===== config.mk =====
export PLATFORM = sky130hd
export DESIGN_NAME = dram_burst_page_edo_timing
export DESIGN_NICKNAME = d
export VERILOG_FILES = /design/src/dram_seq_pkg.sv /design/src/dram_burst_page_edo_timing.sv
export SDC_FILE = /design/constraint.sdc
export NUM_CORES = 1
export LEC_CHECK = 0
export BUFFER_PORTS_ARGS = -buffer_cell sky130_fd_sc_hd__buf_2
export CORE_AREA = 2 2 190 173
export DETAILED_ROUTE_END_ITERATION = 16
export DIE_AREA = 0 0 192 175
export MAX_ROUTING_LAYER = met4
export SYNTH_ARGS = -nofsm -noshare
export SYNTH_HDL_FRONTEND = slang
export SYNTH_SLANG_ARGS = --single-unit

===== constraint.sdc =====
create_clock -name clk_sys -period 4 [get_ports clk_sys]
set_input_delay 0.8 -clock clk_sys [delete_from_list [all_inputs] [get_ports clk_sys]]
set_output_delay 0.8 -clock clk_sys [all_outputs]
set_load 0.02 [all_outputs]

===== src/dram_seq_pkg.sv =====
// constants and types for the dram strobe sequencer
package dram_seq_pkg;

    // ------------------------------------------------------------
    // register map
    // ------------------------------------------------------------
    localparam logic [7:0] TIMING_OFS  = 8'h00;
    localparam logic [7:0] BANKCFG_OFS = 8'h04;
    localparam logic [7:0] STATUS_OFS  = 8'h08;

    localparam logic [31:0] TIMING_RST  = 32'h0000_0000;
    localparam logic [31:0] BANKCFG_RST = 32'h0000_0000;

    localparam int EDO_BIT     = 0;
    localparam int B0_MODE_LSB = 0;
    localparam int B0_PORT_LSB = 2;
    localparam int B1_MODE_LSB = 4;
    localparam int B1_PORT_LSB = 6;
    localparam int ST_OPEN_BIT = 0;
    localparam int ST_BUSY_BIT = 1;
    localparam int ST_BANK_BIT = 2;

    // ------------------------------------------------------------
    // encodings
    // ------------------------------------------------------------
    localparam logic [1:0] MODE_NORMAL = 2'h0;
    localparam logic [1:0] MODE_BURST  = 2'h1;
    localparam logic [1:0] MODE_FAST   = 2'h2;

    localparam logic [1:0] PORT_32 = 2'h0;
    localparam logic [1:0] PORT_8  = 2'h1;
    localparam logic [1:0] PORT_16 = 2'h2;

    localparam logic [1:0] SIZE_LONG = 2'h0;
    localparam logic [1:0] SIZE_BYTE = 2'h1;
    localparam logic [1:0] SIZE_WORD = 2'h2;
    localparam logic [1:0] SIZE_LINE = 2'h3;

    // ------------------------------------------------------------
    // address and timing
    // ------------------------------------------------------------
    localparam int BANK_BIT = 27;
    localparam int CLK_PERIOD_NS = 10;
    localparam int RAS_GAP_CLK = 2;
    localparam logic [1:0] PRE_LOAD = 2'(RAS_GAP_CLK - 2);

    typedef enum logic [2:0] {
        ST_IDLE,
        ST_ROW,
        ST_COL,
        ST_ACK,
        ST_PRE
    } state_t;

endpackage


===== src/dram_burst_page_edo_timing.sv =====
// strobe, address and data-bus sequencer for page-mode and edo dram
//
// Behaviour
// RAS falls half clock after row address
// second edge: drop start, column, write data
// 16-bit port: both CAS at column
// acknowledge one cycle before beat completes
// between beats: next column with next data
// burst page mode closes page after burst
// release data bus after last write beat
// two clocks after RAS close before start; after a page miss the code starts one clock after close
// nonburst in burst page acts as normal
// word read: row, read, size, start
// read captured, strobes dropped same edge
// timing register bit selects edo CAS
// edo drops CAS half clock earlier
// edo gives full clock CAS precharge
// edo: CAS drops at ack falling edge
// 8-bit port: lowest CAS, top byte
// fast page mode keeps page open
// page miss: close RAS, precharge, reopen
// byte read: byte size, read, start
// system avoids edo contention on nondram
// operand wider than port becomes burst
// burst: three clocks then two each
// write indicator low write, high read
`timescale 1ns/1ps
`default_nettype none

module dram_burst_page_edo_timing (
    input  wire logic        clk_sys,
    input  wire logic        resetn,
    input  wire logic [7:0]  regAddr,
    input  wire logic [31:0] regWdata,
    input  wire logic        regWr,
    input  wire logic        regRd,
    output logic      [31:0] regRdata,
    input  wire logic        reqValid,
    input  wire logic        reqWrite,
    input  wire logic [27:0] reqAddr,
    input  wire logic [1:0]  reqSize,
    input  wire logic [31:0] reqWdata,
    output logic             reqReady,
    output logic             beatAck,
    output logic             reqDone,
    output logic      [31:0] reqRdata,
    output logic      [18:0] dramAddr,
    output logic             rasN,
    output logic      [3:0]  casN,
    output logic             transferStartN,
    output logic             dramWriteIndicatorN,
    output logic      [1:0]  transferSizeCode,
    input  wire logic [31:0] dataIn,
    output logic      [31:0] dataOut,
    output logic      [3:0]  dataOe
);

    // ------------------------------------------------------------
    // helpers
    // ------------------------------------------------------------
    function automatic logic [2:0] portBytes(input logic [1:0] p);
        if (p == dram_seq_pkg::PORT_8) begin
            return 3'h1;
        end else if (p == dram_seq_pkg::PORT_16) begin
            return 3'h2;
        end
        return 3'h4;
    endfunction

    function automatic logic [2:0] opBytes(input logic [1:0] s);
        if (s == dram_seq_pkg::SIZE_BYTE) begin
            return 3'h1;
        end else if (s == dram_seq_pkg::SIZE_WORD) begin
            return 3'h2;
        end
        return 3'h4;
    endfunction

    // beats minus one; nonzero means a burst
    function automatic logic [1:0] extraBeats(input logic [1:0] s,
                                              input logic [1:0] p);
        logic [2:0] q;
        q = 3'h0;
        if (opBytes(s) > portBytes(p)) begin
            q = 3'(opBytes(s) / portBytes(p)) - 3'h1;
        end
        return q[1:0];
    endfunction

    function automatic logic [3:0] dataLanes(input logic [1:0] p);
        if (p == dram_seq_pkg::PORT_8) begin
            return 4'h8;
        end else if (p == dram_seq_pkg::PORT_16) begin
            return 4'hC;
        end
        return 4'hF;
    endfunction

    function automatic logic [3:0] casLanes(input logic [1:0] p);
        if (p == dram_seq_pkg::PORT_8) begin
            return 4'h1;
        end else if (p == dram_seq_pkg::PORT_16) begin
            return 4'h3;
        end
        return 4'hF;
    endfunction

    function automatic logic [18:0] colOf(input logic [27:0] a);
        return {10'h000, a[8:0]};
    endfunction

    // ------------------------------------------------------------
    // registers
    // ------------------------------------------------------------
    logic [31:0]                timing_r;
    logic [31:0]                timing_nxt;
    logic [31:0]                bankCfg_r;
    logic [31:0]                bankCfg_nxt;
    logic [31:0]                regRdata_r;
    logic [31:0]                regRdata_nxt;
    logic                       edoEnable;
    dram_seq_pkg::state_t       state_r;
    dram_seq_pkg::state_t       state_nxt;
    logic                       pageOpen_r;
    logic                       pageOpen_nxt;
    logic [18:0]                openRow_r;
    logic [18:0]                openRow_nxt;

    assign edoEnable = timing_r[dram_seq_pkg::EDO_BIT];

    always_comb begin
        timing_nxt   = timing_r;
        bankCfg_nxt  = bankCfg_r;
        regRdata_nxt = 32'h0000_0000;
        if (regWr) begin
            if (regAddr == dram_seq_pkg::TIMING_OFS) begin
                timing_nxt = regWdata;
            end else if (regAddr == dram_seq_pkg::BANKCFG_OFS) begin
                bankCfg_nxt = regWdata;
            end
        end
        if (regRd) begin
            if (regAddr == dram_seq_pkg::TIMING_OFS) begin
                regRdata_nxt = timing_r;
            end else if (regAddr == dram_seq_pkg::BANKCFG_OFS) begin
                regRdata_nxt = bankCfg_r;
            end else if (regAddr == dram_seq_pkg::STATUS_OFS) begin
                regRdata_nxt[dram_seq_pkg::ST_OPEN_BIT] = pageOpen_r;
                regRdata_nxt[dram_seq_pkg::ST_BUSY_BIT] =
                    (state_r != dram_seq_pkg::ST_IDLE);
                regRdata_nxt[dram_seq_pkg::ST_BANK_BIT] = openRow_r[18];
            end
        end
    end

    always_ff @(posedge clk_sys or negedge resetn) begin
        if (!resetn) begin
            timing_r   <= dram_seq_pkg::TIMING_RST;
            bankCfg_r  <= dram_seq_pkg::BANKCFG_RST;
            regRdata_r <= 32'h0000_0000;
        end else begin
            timing_r   <= timing_nxt;
            bankCfg_r  <= bankCfg_nxt;
            regRdata_r <= regRdata_nxt;
        end
    end

    assign regRdata = regRdata_r;

    // ------------------------------------------------------------
    // transfer sequencer, rising edge
    // ------------------------------------------------------------
    logic [1:0]  beatsLeft_r;
    logic [1:0]  beatsLeft_nxt;
    logic [27:0] curAddr_r;
    logic [27:0] curAddr_nxt;
    logic [18:0] addrOut_r;
    logic [18:0] addrOut_nxt;
    logic [31:0] wdata_r;
    logic [31:0] wdata_nxt;
    logic [31:0] rdata_r;
    logic [31:0] rdata_nxt;
    logic        write_r;
    logic        write_nxt;
    logic        dirN_r;
    logic        dirN_nxt;
    logic [1:0]  size_r;
    logic [1:0]  size_nxt;
    logic [1:0]  port_r;
    logic [1:0]  port_nxt;
    logic [1:0]  mode_r;
    logic [1:0]  mode_nxt;
    logic        rasHold_r;
    logic        rasHold_nxt;
    logic        tsN_r;
    logic        tsN_nxt;
    logic        ack_r;
    logic        ack_nxt;
    logic [3:0]  dataOe_r;
    logic [3:0]  dataOe_nxt;
    logic        done_r;
    logic        done_nxt;
    logic [1:0]  preCnt_r;
    logic [1:0]  preCnt_nxt;
    logic        reqBank;
    logic [1:0]  reqMode;
    logic [1:0]  reqPort;
    logic        pageHit;
    logic        pageMiss;
    logic [27:0] nextAddr;

    assign reqBank  = reqAddr[dram_seq_pkg::BANK_BIT];
    assign reqMode  = reqBank ? bankCfg_r[dram_seq_pkg::B1_MODE_LSB +: 2]
                              : bankCfg_r[dram_seq_pkg::B0_MODE_LSB +: 2];
    assign reqPort  = reqBank ? bankCfg_r[dram_seq_pkg::B1_PORT_LSB +: 2]
                              : bankCfg_r[dram_seq_pkg::B0_PORT_LSB +: 2];
    assign pageHit  = pageOpen_r && (openRow_r == reqAddr[27:9]);
    assign pageMiss = pageOpen_r && !pageHit;
    assign reqReady = (state_r == dram_seq_pkg::ST_IDLE) && !pageMiss;
    assign nextAddr = curAddr_r + 28'(portBytes(port_r));

    always_comb begin
        state_nxt     = state_r;
        beatsLeft_nxt = beatsLeft_r;
        curAddr_nxt   = curAddr_r;
        addrOut_nxt   = addrOut_r;
        wdata_nxt     = wdata_r;
        rdata_nxt     = rdata_r;
        write_nxt     = write_r;
        dirN_nxt      = dirN_r;
        size_nxt      = size_r;
        port_nxt      = port_r;
        mode_nxt      = mode_r;
        pageOpen_nxt  = pageOpen_r;
        openRow_nxt   = openRow_r;
        rasHold_nxt   = rasHold_r;
        dataOe_nxt    = dataOe_r;
        preCnt_nxt    = preCnt_r;
        tsN_nxt       = 1'b1;
        ack_nxt       = 1'b0;
        done_nxt      = 1'b0;
        case (state_r)
            dram_seq_pkg::ST_IDLE: begin
                if (reqValid && pageMiss) begin
                    // open page missed: close now, row may start next cycle
                    rasHold_nxt  = 1'b0;
                    pageOpen_nxt = 1'b0;
                end else if (reqValid) begin
                    beatsLeft_nxt = extraBeats(reqSize, reqPort);
                    // read beats shift in, so start the operand from zero
                    rdata_nxt     = 32'h0000_0000;
                    curAddr_nxt   = reqAddr;
                    write_nxt     = reqWrite;
                    dirN_nxt      = !reqWrite;
                    size_nxt      = reqSize;
                    port_nxt      = reqPort;
                    mode_nxt      = reqMode;
                    if (reqSize == dram_seq_pkg::SIZE_BYTE) begin
                        wdata_nxt = {reqWdata[7:0], 24'h00_0000};
                    end else if (reqSize == dram_seq_pkg::SIZE_WORD) begin
                        wdata_nxt = {reqWdata[15:0], 16'h0000};
                    end else begin
                        wdata_nxt = reqWdata;
                    end
                    if (pageHit) begin
                        addrOut_nxt = colOf(reqAddr);
                        dataOe_nxt  = reqWrite ? dataLanes(reqPort) : 4'h0;
                        state_nxt   = dram_seq_pkg::ST_COL;
                    end else begin
                        addrOut_nxt = reqAddr[27:9];
                        tsN_nxt     = 1'b0;
                        rasHold_nxt = 1'b1;
                        state_nxt   = dram_seq_pkg::ST_ROW;
                    end
                end
            end
            dram_seq_pkg::ST_ROW: begin
                addrOut_nxt = colOf(curAddr_r);
                dataOe_nxt  = write_r ? dataLanes(port_r) : 4'h0;
                state_nxt   = dram_seq_pkg::ST_COL;
            end
            dram_seq_pkg::ST_COL: begin
                ack_nxt   = 1'b1;
                state_nxt = dram_seq_pkg::ST_ACK;
            end
            dram_seq_pkg::ST_ACK: begin
                if (!write_r) begin

                    if (port_r == dram_seq_pkg::PORT_8) begin
                        rdata_nxt = {rdata_r[23:0], dataIn[31:24]};
                    end else if (port_r == dram_seq_pkg::PORT_16) begin
                        rdata_nxt = {rdata_r[15:0], dataIn[31:16]};
                    end else begin
                        rdata_nxt = dataIn;
                    end
                end
                if (beatsLeft_r != 2'h0) begin
                    // next beat: two clocks, RAS kept
                    beatsLeft_nxt = beatsLeft_r - 2'h1;
                    curAddr_nxt   = nextAddr;
                    addrOut_nxt   = colOf(nextAddr);
                    if (port_r == dram_seq_pkg::PORT_8) begin
                        wdata_nxt = {wdata_r[23:0], 8'h00};
                    end else begin
                        wdata_nxt = {wdata_r[15:0], 16'h0000};
                    end
                    state_nxt = dram_seq_pkg::ST_COL;
                end else begin
                    done_nxt   = 1'b1;
                    dataOe_nxt = 4'h0;
                    dirN_nxt   = 1'b1;
                    if (mode_r == dram_seq_pkg::MODE_FAST) begin
                        pageOpen_nxt = 1'b1;
                        openRow_nxt  = curAddr_r[27:9];
                        state_nxt    = dram_seq_pkg::ST_IDLE;
                    end else begin
                        rasHold_nxt = 1'b0;
                        preCnt_nxt  = dram_seq_pkg::PRE_LOAD;
                        state_nxt   = dram_seq_pkg::ST_PRE;
                    end
                end
            end
            dram_seq_pkg::ST_PRE: begin
                if (preCnt_r == 2'h0) begin
                    state_nxt = dram_seq_pkg::ST_IDLE;
                end else begin
                    preCnt_nxt = preCnt_r - 2'h1;
                end
            end
            default: begin
                state_nxt = dram_seq_pkg::ST_IDLE;
            end
        endcase
    end

    always_ff @(posedge clk_sys or negedge resetn) begin
        if (!resetn) begin
            state_r     <= dram_seq_pkg::ST_IDLE;
            beatsLeft_r <= 2'h0;
            curAddr_r   <= 28'h000_0000;
            addrOut_r   <= 19'h0_0000;
            wdata_r     <= 32'h0000_0000;
            rdata_r     <= 32'h0000_0000;
            write_r     <= 1'b0;
            dirN_r      <= 1'b1;
            size_r      <= 2'h0;
            port_r      <= 2'h0;
            mode_r      <= 2'h0;
            pageOpen_r  <= 1'b0;
            openRow_r   <= 19'h0_0000;
            rasHold_r   <= 1'b0;
            tsN_r       <= 1'b1;
            ack_r       <= 1'b0;
            dataOe_r    <= 4'h0;
            done_r      <= 1'b0;
            preCnt_r    <= 2'h0;
        end else begin
            state_r     <= state_nxt;
            beatsLeft_r <= beatsLeft_nxt;
            curAddr_r   <= curAddr_nxt;
            addrOut_r   <= addrOut_nxt;
            wdata_r     <= wdata_nxt;
            rdata_r     <= rdata_nxt;
            write_r     <= write_nxt;
            dirN_r      <= dirN_nxt;
            size_r      <= size_nxt;
            port_r      <= port_nxt;
            mode_r      <= mode_nxt;
            pageOpen_r  <= pageOpen_nxt;
            openRow_r   <= openRow_nxt;
            rasHold_r   <= rasHold_nxt;
            tsN_r       <= tsN_nxt;
            ack_r       <= ack_nxt;
            dataOe_r    <= dataOe_nxt;
            done_r      <= done_nxt;
            preCnt_r    <= preCnt_nxt;
        end
    end

    // ------------------------------------------------------------
    // strobe timing, falling edge
    // ------------------------------------------------------------
    logic rasNeg_r;
    logic rasNeg_nxt;
    logic casCol_r;
    logic casCol_nxt;
    logic casEdo_r;
    logic casEdo_nxt;
    logic casOn;

    always_comb begin
        rasNeg_nxt = rasHold_r;
        casCol_nxt = (state_r == dram_seq_pkg::ST_COL);
        casEdo_nxt = edoEnable && ack_r;
    end

    always_ff @(negedge clk_sys or negedge resetn) begin
        if (!resetn) begin
            rasNeg_r <= 1'b0;
            casCol_r <= 1'b0;
            casEdo_r <= 1'b0;
        end else begin
            rasNeg_r <= rasNeg_nxt;
            casCol_r <= casCol_nxt;
            casEdo_r <= casEdo_nxt;
        end
    end

    // rises at the falling edge inside the column cycle; without edo it
    // falls at the next rising edge after acknowledge, with edo half a
    // clock sooner, so the gap to the next beat is a full clock
    assign casOn = casCol_r || (ack_r && !casEdo_r);

    // ------------------------------------------------------------
    // outputs
    // ------------------------------------------------------------
    assign rasN                = !(rasHold_r && rasNeg_r);
    assign casN                = ~(casLanes(port_r) & {4{casOn}});
    assign dramAddr            = addrOut_r;
    assign transferStartN      = tsN_r;
    assign dramWriteIndicatorN = dirN_r;
    assign transferSizeCode    = size_r;
    assign dataOut             = wdata_r;
    assign dataOe              = dataOe_r;
    assign beatAck             = ack_r;
    assign reqDone             = done_r;
    assign reqRdata            = rdata_r;

endmodule

`default_nettype wire


==> results.sh, run 1 <==
export IMPL_coreArea_sq_um=31700
export IMPL_fin_nets=1610
export IMPL_htreeDepth=1
export IMPL_drive_above_1_share=0.332
export IMPL_start_util=0.404
export IMPL_numCtsBuffers=29
export IMPL_clock_sinks=252
export IMPL_tritoncts="done"
export IMPL_required_ns=3.20
export IMPL_die_x_um=192
export IMPL_final_cell_area_sq_um=15500
export IMPL_cts_path_max_buffers=3
export IMPL_fin_skew_ns=0.00942
export IMPL_crit_fanout=3
export IMPL_overflow=0
export IMPL_drt_iter0_drc=585
export IMPL_rsz0062_at_grt="true"
export IMPL_rows=62
export IMPL_syn_cell_area_sq_um=12800
export IMPL_critPathLaunchType="register"
export IMPL_worst_pin_slew_ns=1.17
export IMPL_grt_pass1_wl_mm=56.2
export IMPL_status="complete, but fails checks"
export IMPL_r2r_start="bankCfg_r[2]"
export IMPL_die_area_sq_um=33600
export IMPL_antenna_found_initial=4
export IMPL_drt_first_pass_iters=5
export IMPL_grt_max_degree=121
export IMPL_power_per_cell_area_nw_per_um2=781
export IMPL_finalWorstSetupSlack_ns=-0.219
export IMPL_via_per_inst=5.31
export IMPL_slew_viol_final=0
export IMPL_area_growth_pct=20.9
export IMPL_gp_congestion=0.820
export IMPL_hp_class="in -> async"
export IMPL_post_synth_top_area_cell="dfrtp_1"
export IMPL_postCtsHoldBufs=0
export IMPL_drc=0
export IMPL_regToRegSetupSlack_ns=0.39
export IMPL_crit_arrival_ns=3.42
export IMPL_crit_type="reg -> out"
export IMPL_grt_pass1_vias=10100
export IMPL_cap_violations=0
export IMPL_critical_path_endpoint_type="primary output"
export IMPL_drt_wl_total_mm=35.3
export IMPL_tns_ns=-0.764
export IMPL_avgRoutedWirePerCell_um=18.6
export IMPL_dp_hpwl_mm=24.2
export IMPL_async_flop_share=1.00
export IMPL_ir_drop_mv=0.442
export IMPL_final_cells=1892
export IMPL_synth_warnings=0
export IMPL_rr_endpoint="beatsLeft_r[1]"
export IMPL_failed_checks="setup timing"
export IMPL_ys_ff_latch=252
export IMPL_synth_top_area_frac=0.483
export IMPL_clk_pin_slew_ns=0.06
export IMPL_synthTopCellsByArea="dfrtp_1, mux2_2, mux2i_1, nand2_1, a22o_1"
export IMPL_clockRootBuffer="clkbuf_16"
export IMPL_port_buffers=270
export IMPL_setup_violations=4
export IMPL_dpl_cell_area_sq_um=14500
export IMPL_synth_top_flop_cell="dfrtp_1"
export IMPL_n_fill_cell=2967
export IMPL_p_leak_nw=7.29
export IMPL_avgSynthCellArea_sq_um=10.6
export IMPL_dr_total_vias=10100
export IMPL_synth_edf_count=0
export IMPL_syn_nets=1367
export IMPL_timing_hold_violations_final=0
export IMPL_dp_cells=1834
export IMPL_clk_latency_ns=0.54
export IMPL_synth_cell_types=66
export IMPL_seq_area_frac_synth=0.493
export IMPL_postSynthCellCount=1207
export IMPL_die_y_um=175
export IMPL_grt_use_total=0.216
export IMPL_drtAntennaViolNets=0
export IMPL_io_pins=271
export IMPL_maxSlewHeadroom=0.215
export IMPL_hold_slack_ns=0.110
export IMPL_reg2reg_depth=17
[through the flow]
| step | utilization | setup WS [ns] | total power [mW] |
|---|---|---|---|
| 3_5_place_dp | 0.457 | -0.147 | 9.42 |
| 4_1_cts | 0.488 | -0.229 | 12.2 |
| 6_report | 0.489 | -0.219 | 12.1 |
| 5_1_grt | 0.489 | -0.282 | 12.9 |
| 3_3_place_gp | 0.457 | 0.0263 | 9.33 |
| 2_1_floorplan | - | 0.0547 | 7.99 |
[cell usage in the layout, fill, tap and decap left out, types with 44 or more instances in the layout]
master	instances
a22o_1	44
mux2_2	87
dfrtp_1	247
nand2_1	110
mux2i_1	72
nor2_1	71
buf_2	265
a21oi_1	58
o21ai_0	76
nand3_1	46
[sequential cells by signal, indices dropped and copies added (netlist names), 3 cells and up]
name / flops
state_r: 3
openRow_r: 19
timing_r: 32
bankCfg_r: 32
dataOut: 32
dataOe: 3
regRdata: 32
curAddr_r: 28
reqRdata: 32
dramAddr: 19
[cell families (layout without fill, tap and decap cells)]
family	Yosys count	count (layout)	share of synthesized area
multiplexers	167	167	0.140
AND/OR/NAND/NOR	330	330	0.124
AO/OA/AOI/OAI	300	300	0.158
adder cells (fa/ha/maj)	20	20	0.0201
flip-flops	252	252	0.493
other	0	4	0
XOR/XNOR	28	28	0.0192
buffers and inverters	110	375	0.0453
[synth_stat cells, types with 8 or more instances]
cell type,count
a21oi_1,59
a21oi_2,29
a22o_1,44
a22oi_1,31
a31oi_1,14
buf_1,8
buf_2,28
buf_6,8
clkbuf_1,33
dfrtp_1,247
ha_1,19
inv_1,22
mux2_2,87
mux2i_1,73
nand2_1,110
nand3_1,46
nor2_1,72
nor2b_1,37
nor3_1,21
o21ai_0,76
o22a_1,10
xor2_1,25
[what timing repair did]
| action | 4_1_cts | 5_1_grt |
|---|---|---|
| buffers inserted | 0 | 1 |
| endpoints found under the setup margin | 4 | 5 |
| gates resized for setup | 6 | 4 |
[layout make-up]
class,instances,area [sq um],area share
Sequential cell,252,6310,0.408
Tap cell,416,520,0.0336
Multi-Input combinational cell,845,5970,0.386
Clock buffer,45,856,0.0553
Inverter,22,82.6,0.00534
Clock inverter,8,92.6,0.00598
Timing Repair Buffer,300,1640,0.106
Antenna cell,4,10.0,0.000647
[report_power, final]
part,switching (mW),internal [mW],leakage (nW),total [mW]
Clock,1.06,1.59,0.466,2.65
Combinational,3.41,2.09,3.57,5.50
Sequential,0.628,3.30,3.26,3.93
[per-layer routing]
layer | up-vias | global-route usage | part of all wire
li1 | 4819 | - | -
met1 | 4928 | 0.297 | 0.46
met2 | 261 | 0.337 | 0.46
met3 | 44 | 0.0376 | 0.062
met4 | 0 | 0.0413 | 0.020
met5 | - | - | 0
[worst max-delay path, cell delays in order (launching register included)]
cell,delay (ns)
dfrtn_1,0.38
inv_1,0.04
a21oi_2,0.16
nand2b_4,0.16
buf_6,0.14
[how the worst max path moves through the flow]
stage / end / cells past startpoint / slack, ns / start
2_1_floorplan: casN[3] / 4 / 0.05 / casEdo_r
3_3_place_gp: beatsLeft_r[1] / 18 / 0.03 / reqAddr[27]
6_report: casN[3] / 4 / -0.22 / casEdo_r
3_5_place_dp: beatsLeft_r[1] / 17 / -0.15 / reqAddr[27]
5_1_grt: casN[3] / 4 / -0.28 / casEdo_r
4_1_cts: casN[3] / 4 / -0.23 / casEdo_r
No activity file was read; power rests on OpenSTA's default activity.
==> run 2, diff against run 1 <==
- ABC_AREA: unset -> 1
- CORE_AREA: 2 2 190 173 -> 5 5 196 179
- DIE_AREA: 0 0 192 175 -> 0 0 201 184
==> run 2 against run 1 <==
The run still ends with setup timing left. Register-to-register slack got worse by 0.04 ns. Synthesized area is 3.9% higher. Combinational power decreased by 11%. Sequential share of layout area fell by 1.5 points. Sequential cell count is the same. Count of clock-buffer cells in the layout fell by 5. Synthesized cell count grew 47%. Critical path depth up 1. Global-route usage increased by 0.25 points. Setup slack better by 0.048 ns. Power down 4.3%. Clock power rose by 3%. Critical path type unchanged. Largest cell class unchanged. Highest routed layer unchanged.
==> results.sh, run 2 <==
export IMPL_post_synth_top_area_cell="dfrtp_1"
export IMPL_required_ns=3.20
export IMPL_coreArea_sq_um=32700
export IMPL_final_cells=2467
export IMPL_multiInputGateArea_sq_um=5920
export IMPL_power_per_cell_area_nw_per_um2=719
export IMPL_p_leak_nw=8.21
export IMPL_synth_top_area_frac=0.465
export IMPL_grt_pass1_vias=11900
export IMPL_dr_total_vias=12400
export IMPL_grt_pass1_wl_mm=64.5
export IMPL_synth_common_cells="nand2_1, dfrtp_1, o21ai_0"
export IMPL_drive_above_1_share=0.193
export IMPL_slew_viol_final=0
export IMPL_internal_power_mw=6.48
export IMPL_power_mw=11.6
export IMPL_tritoncts="done"
export IMPL_dp_cells=2409
export IMPL_synth_cell_types=43
export IMPL_cts_path_max_buffers=3
export IMPL_start_util=0.406
export IMPL_ys_ff_latch=252
export IMPL_dp_hpwl_mm=29.1
export IMPL_seq_area_sq_um=6310
export IMPL_crit_fanout=2
export IMPL_status="complete, but fails checks"
export IMPL_grt_max_degree=74
export IMPL_drc=0
export IMPL_area_growth_pct=20.9
export IMPL_syn_cell_area_sq_um=13300
export IMPL_r2r_start="bankCfg_r[6]"
export IMPL_die_area_sq_um=37000
export IMPL_io_pins=271
export IMPL_postSynthCellCount=1773
export IMPL_drt_iter0_drc=903
export IMPL_seq_area_frac_synth=0.474
export IMPL_ir_drop_mv=0.455
export IMPL_power_frac_comb=0.424
export IMPL_port_buffers=270
export IMPL_crit_type="reg -> out"
export IMPL_finalWorstSetupSlack_ns=-0.172
export IMPL_fin_skew_ns=0.0110
export IMPL_critical_path_endpoint_type="primary output"
export IMPL_gp_congestion=0.906
export IMPL_avgRoutedWirePerCell_um=16.5
export IMPL_maxSlewHeadroom=0.248
export IMPL_critPathLaunchType="register"
export IMPL_failed_checks="setup timing"
export IMPL_rsz0062_at_grt="true"
export IMPL_synth_edf_count=0
export IMPL_overflow=0
export IMPL_grt_use_total=0.218
export IMPL_synth_top_flop_cell="dfrtp_1"
export IMPL_final_cell_area_sq_um=16100
export IMPL_switchingPower_mw=5.08
export IMPL_n_fill_cell=3207
export IMPL_pre_cts_slack_ns=-0.149
export IMPL_clock_sinks=252
export IMPL_drt_first_pass_iters=5
export IMPL_worst_pin_slew_ns=1.13
export IMPL_rows=63
export IMPL_synth_most_common_cell="nand2_1"
export IMPL_final_util=0.492
export IMPL_final_common_cell="nand2_1"
export IMPL_p_seq_frac=0.341
export IMPL_fin_nets=2179
export IMPL_drtAntennaViolNets=0
export IMPL_drt_wl_total_mm=40.6
export IMPL_pwr_share_clk=0.236
export IMPL_syn_nets=1933
export IMPL_htreeDepth=1
export IMPL_die_y_um=184
export IMPL_hp_class="in -> async"
export IMPL_cap_violations=0
export IMPL_async_flop_share=1.00
export IMPL_synth_warnings=0
export IMPL_clk_latency_ns=0.56
export IMPL_setup_violations=4
export IMPL_timing_hold_violations_final=0
export IMPL_die_x_um=201
export IMPL_antenna_found_initial=2
export IMPL_dpl_cell_area_sq_um=15000
export IMPL_p_sw_frac=0.439
export IMPL_startpoint="casEdo_r"
export IMPL_final_cell_mix="nand2_1, buf_2, dfrtp_1, o21ai_0, inv_1"
export IMPL_crit_arrival_ns=3.37
export IMPL_postCtsHoldBufs=0
export IMPL_clk_pin_slew_ns=0.06
export IMPL_via_per_inst=5.01
export IMPL_clockRootBuffer="clkbuf_16"
export IMPL_synthTopCellsByArea="dfrtp_1, nand2_1, o21ai_0, inv_1, nand3_1"
export IMPL_avgSynthCellArea_sq_um=7.50
export IMPL_numCtsBuffers=29
run 2: changes by cell type in the layout (fill, tap and decap cells not counted), sizes merged, moves of 10 or more:
| cell | change |
|---|---|
| nor2b | -36 |
| nand3 | +36 |
| o22a | -10 |
| mux2i | -73 |
| a22oi | -19 |
| a21oi | -31 |
| xor2 | -16 |
| nand2 | +533 |
| inv | +149 |
| a22o | -44 |
| mux2 | -94 |
| o21ai | +165 |
| o211ai | +52 |
run 2: power groups by stage:
stage / clock [mW] / sequential, mW / combinational [mW]
2_1_floorplan: 0 / 4.30 / 2.99
3_3_place_gp: 0 / 3.94 / 4.78
3_5_place_dp: 0 / 3.97 / 4.84
4_1_cts: 2.81 / 3.93 / 4.93
5_1_grt: 2.90 / 4.05 / 5.53
6_report: 2.72 / 3.94 / 4.90
run 2: final timing paths:
check / to / slack [ns] / cells past startpoint
worst max-delay path: casN[2] / -0.17 / 5
worst min-delay path: dramAddr[8] / 0.05 / 1
worst max register to register: beatsLeft_r[1] / 0.35 / 23
worst min register to register: dramAddr[3] / 0.47 / 2
max in group asynchronous: casCol_r / 1.84 / 1
min in group clk_sys: dramAddr[3] / 0.47 / 2
run 2: per-layer routing:
layer / up-vias / global-route usage / wire, um
li1: 6238 / - / -
met1: 5740 / 0.314 / 19200
met2: 337 / 0.326 / 18200
met3: 50 / 0.0362 / 2280
met4: 0 / 0.0506 / 890
met5: - / - / 0
run 2: kinds of logic after synthesis:
kind of cell,count (synthesis),synth area share
simple gates,840,0.257
compound gates,383,0.159
buf+inv,265,0.0819
flops,252,0.474
fa+ha+maj,20,0.0194
xor+xnor,13,0.00856
run 2: cell type report:
type / count / share of cell area
Sequential cell: 252 / 0.392
Clock buffer: 40 / 0.0502
Tap cell: 422 / 0.0328
Timing Repair Buffer: 309 / 0.105
Clock inverter: 14 / 0.0104
Inverter: 171 / 0.0401
Multi-Input combinational cell: 1256 / 0.368
Antenna cell: 3 / 0.000467
run 2: critical path, stage by stage, from the launching register on:
cell     delay, ns
dfrtn_1       0.39
inv_2         0.04
a21oi_4       0.13
inv_2         0.05
nand2_2       0.07
buf_6         0.12
run 2: through the flow:
step / setup TNS (ns) / hold slack [ns]
final: -0.673 / 0.0533
after global routing: -0.956 / 0.0490
after CTS: -0.872 / 0.0397
after detailed placement: -0.279 / 0.462
after global placement: -0.118 / 0.460
after floorplan: -0.00138 / 0.449
run 2: what timing repair did:
action / in CTS / in global routing
setup buffers: 1 / 0
endpoints found under the setup margin: 4 / 6
resized for setup: 9 / 5
==> run 3, diff against run 2 <==
- ABC_AREA: 1 -> unset
- CORE_AREA: 5 5 196 179 -> 5 5 193 176
- DIE_AREA: 0 0 201 184 -> 0 0 198 181
==> run 3 against run 2 <==
The flow still finishes with violations (setup timing). Power increased by 5.8%. Critical endpoint unchanged. Largest power group unchanged. First-iteration DRC count decreased by 49%. Via count decreased by 19%. Hold slack improved by 0.064 ns. Clock power increased by 3%. Register-to-register slack improved by 0.19 ns. Die area decreased by 3.1%.
==> results.sh, run 3 (same netlist as run 1, synthesis figures left out) <==
export IMPL_status="complete, but fails checks"
export IMPL_pwr_share_clk=0.230
export IMPL_start_util=0.404
export IMPL_grt_use_met3=0.0307
export IMPL_grt_max_degree=113
export IMPL_tritoncts="done"
export IMPL_reg2reg_depth=18
export IMPL_die_area_sq_um=35800
export IMPL_drive_above_1_share=0.336
export IMPL_worst_pin_slew_ns=1.07
export IMPL_die_y_um=181
export IMPL_overflow=0
export IMPL_switchingPower_mw=5.11
export IMPL_port_buffers=270
export IMPL_timing_hold_violations_final=0
export IMPL_rows=62
export IMPL_met2_usage=0.304
export IMPL_clockRootBuffer="clkbuf_16"
export IMPL_dpl_cell_area_sq_um=14500
export IMPL_cap_violations=0
export IMPL_numCtsBuffers=29
export IMPL_crit_type="reg -> out"
export IMPL_final_cell_area_sq_um=15600
export IMPL_drt_first_pass_iters=5
export IMPL_drt_wl_total_mm=35.8
export IMPL_p_leak_nw=7.34
export IMPL_power_per_cell_area_nw_per_um2=786
export IMPL_finalWorstSetupSlack_ns=-0.242
export IMPL_dr_total_vias=10100
export IMPL_final_cell_mix="buf_2, dfrtp_1, nand2_1, mux2_2, o21ai_0"
export IMPL_gp_congestion=0.804
export IMPL_fin_skew_ns=0.0264
export IMPL_grt_pass1_wl_mm=56.9
export IMPL_setup_violations=4
export IMPL_p_seq_frac=0.321
export IMPL_crit_arrival_ns=3.44
export IMPL_clk_pin_slew_ns=0.06
export IMPL_drtAntennaViolNets=0
export IMPL_io_pins=271
export IMPL_n_fill_cell=2958
export IMPL_final_common_cell="buf_2"
export IMPL_ir_drop_mv=0.432
export IMPL_use_met1=0.280
export IMPL_required_ns=3.20
export IMPL_clock_sinks=252
export IMPL_fin_nets=1609
export IMPL_failed_checks="setup timing"
export IMPL_hp_class="in -> async"
export IMPL_postCtsHoldBufs=0
export IMPL_power_frac_comb=0.449
export IMPL_busiest_layer="met2"
export IMPL_antenna_found_initial=2
export IMPL_internal_power_mw=7.12
export IMPL_grt_use_total=0.199
export IMPL_regToRegSetupSlack_ns=0.54
export IMPL_drc=0
export IMPL_rsz0062_at_grt="true"
export IMPL_drt_iter0_drc=458
export IMPL_die_x_um=198
export IMPL_r2r_start="bankCfg_r[7]"
export IMPL_power_mw=12.2
export IMPL_area_growth_pct=21.6
export IMPL_maxSlewHeadroom=0.289
export IMPL_rr_endpoint="beatsLeft_r[1]"
export IMPL_critical_path_endpoint_type="primary output"
export IMPL_crit_fanout=3
export IMPL_critPathLaunchType="register"
export IMPL_avgRoutedWirePerCell_um=19.0
export IMPL_slew_viol_final=0
export IMPL_dp_hpwl_mm=25.0
export IMPL_p_sw_frac=0.418
export IMPL_via_per_inst=5.33
export IMPL_htreeDepth=1
export IMPL_cts_path_max_buffers=3
export IMPL_coreArea_sq_um=31700
export IMPL_grt_pass1_vias=10200
export IMPL_clk_latency_ns=0.55
run 3: cell count changes in the layout (fill, tap and decap cells not counted), sizes merged, moves of 36 or more:
cell | previous run | this run
inv | 171 | 24
mux2i | 0 | 73
mux2 | 0 | 94
o21ai | 249 | 84
a22o | 0 | 44
nor2b | 1 | 37
nand3 | 82 | 46
nand2 | 643 | 110
o211ai | 53 | 1
run 3: area by class of cell:
class | count | area (sq um) | area share
tap | 416 | 520 | 0.0335
antenna | 2 | 5.00 | 0.000322
clock buffer | 37 | 796 | 0.0512
clock inverter | 17 | 224 | 0.0144
timing repair buffer | 299 | 1640 | 0.106
inverter | 22 | 82.6 | 0.00531
sequential | 252 | 6310 | 0.406
multi-input combinational | 845 | 5970 | 0.384
run 3: per-stage QoR:
step	worst slack, ns	hold slack [ns]	setup TNS [ns]	util	instances
after floorplan	0.0547	0.451	0	-	1207
after global placement	0.0242	0.463	0	0.457	1833
after detailed placement	-0.121	0.470	-0.121	0.457	1833
after CTS	-0.214	0.101	-0.749	0.490	1887
after global routing	-0.302	0.105	-1.09	0.491	1890
final	-0.242	0.117	-0.853	0.491	1890
run 3: what timing repair did:
action,in CTS,in global routing
endpoints found under the hold margin,0,0
pin swaps,0,1
setup buffers,0,1
setup endpoints to repair,4,4
gates resized for setup,4,8
run 3: worst max-delay path by stage:
| stage | from | endpoint | depth (start not counted) |
|---|---|---|---|
| after floorplan | casEdo_r | casN[3] | 4 |
| after global placement | reqAddr[27] | beatsLeft_r[1] | 18 |
| after detailed placement | reqAddr[27] | beatsLeft_r[1] | 19 |
| after CTS | casCol_r | casN[1] | 3 |
| after global routing | casEdo_r | casN[2] | 4 |
| final | casEdo_r | casN[2] | 4 |
run 3: worst max-delay path: stages, from the launching register on:
cell and delay (ns):
dfrtn_1 0.39, inv_2 0.05, a21oi_4 0.16, nand2b_4 0.17
buf_6 0.13
run 3: metal layers:
layer	up-vias	routed length [um]
met2	269	16200
met4	0	1060
met5	-	0
met1	4919	16600
li1	4814	-
met3	69	1940
run 3: power groups by stage:
| stage | Combinational, mW | Clock, mW | Sequential, mW |
|---|---|---|---|
| floorplan | 3.77 | 0 | 4.23 |
| global placement | 5.40 | 0 | 3.94 |
| detailed placement | 5.46 | 0 | 3.96 |
| CTS | 5.50 | 2.89 | 3.92 |
| global route | 6.04 | 3.00 | 4.03 |
| finish | 5.49 | 2.81 | 3.93 |
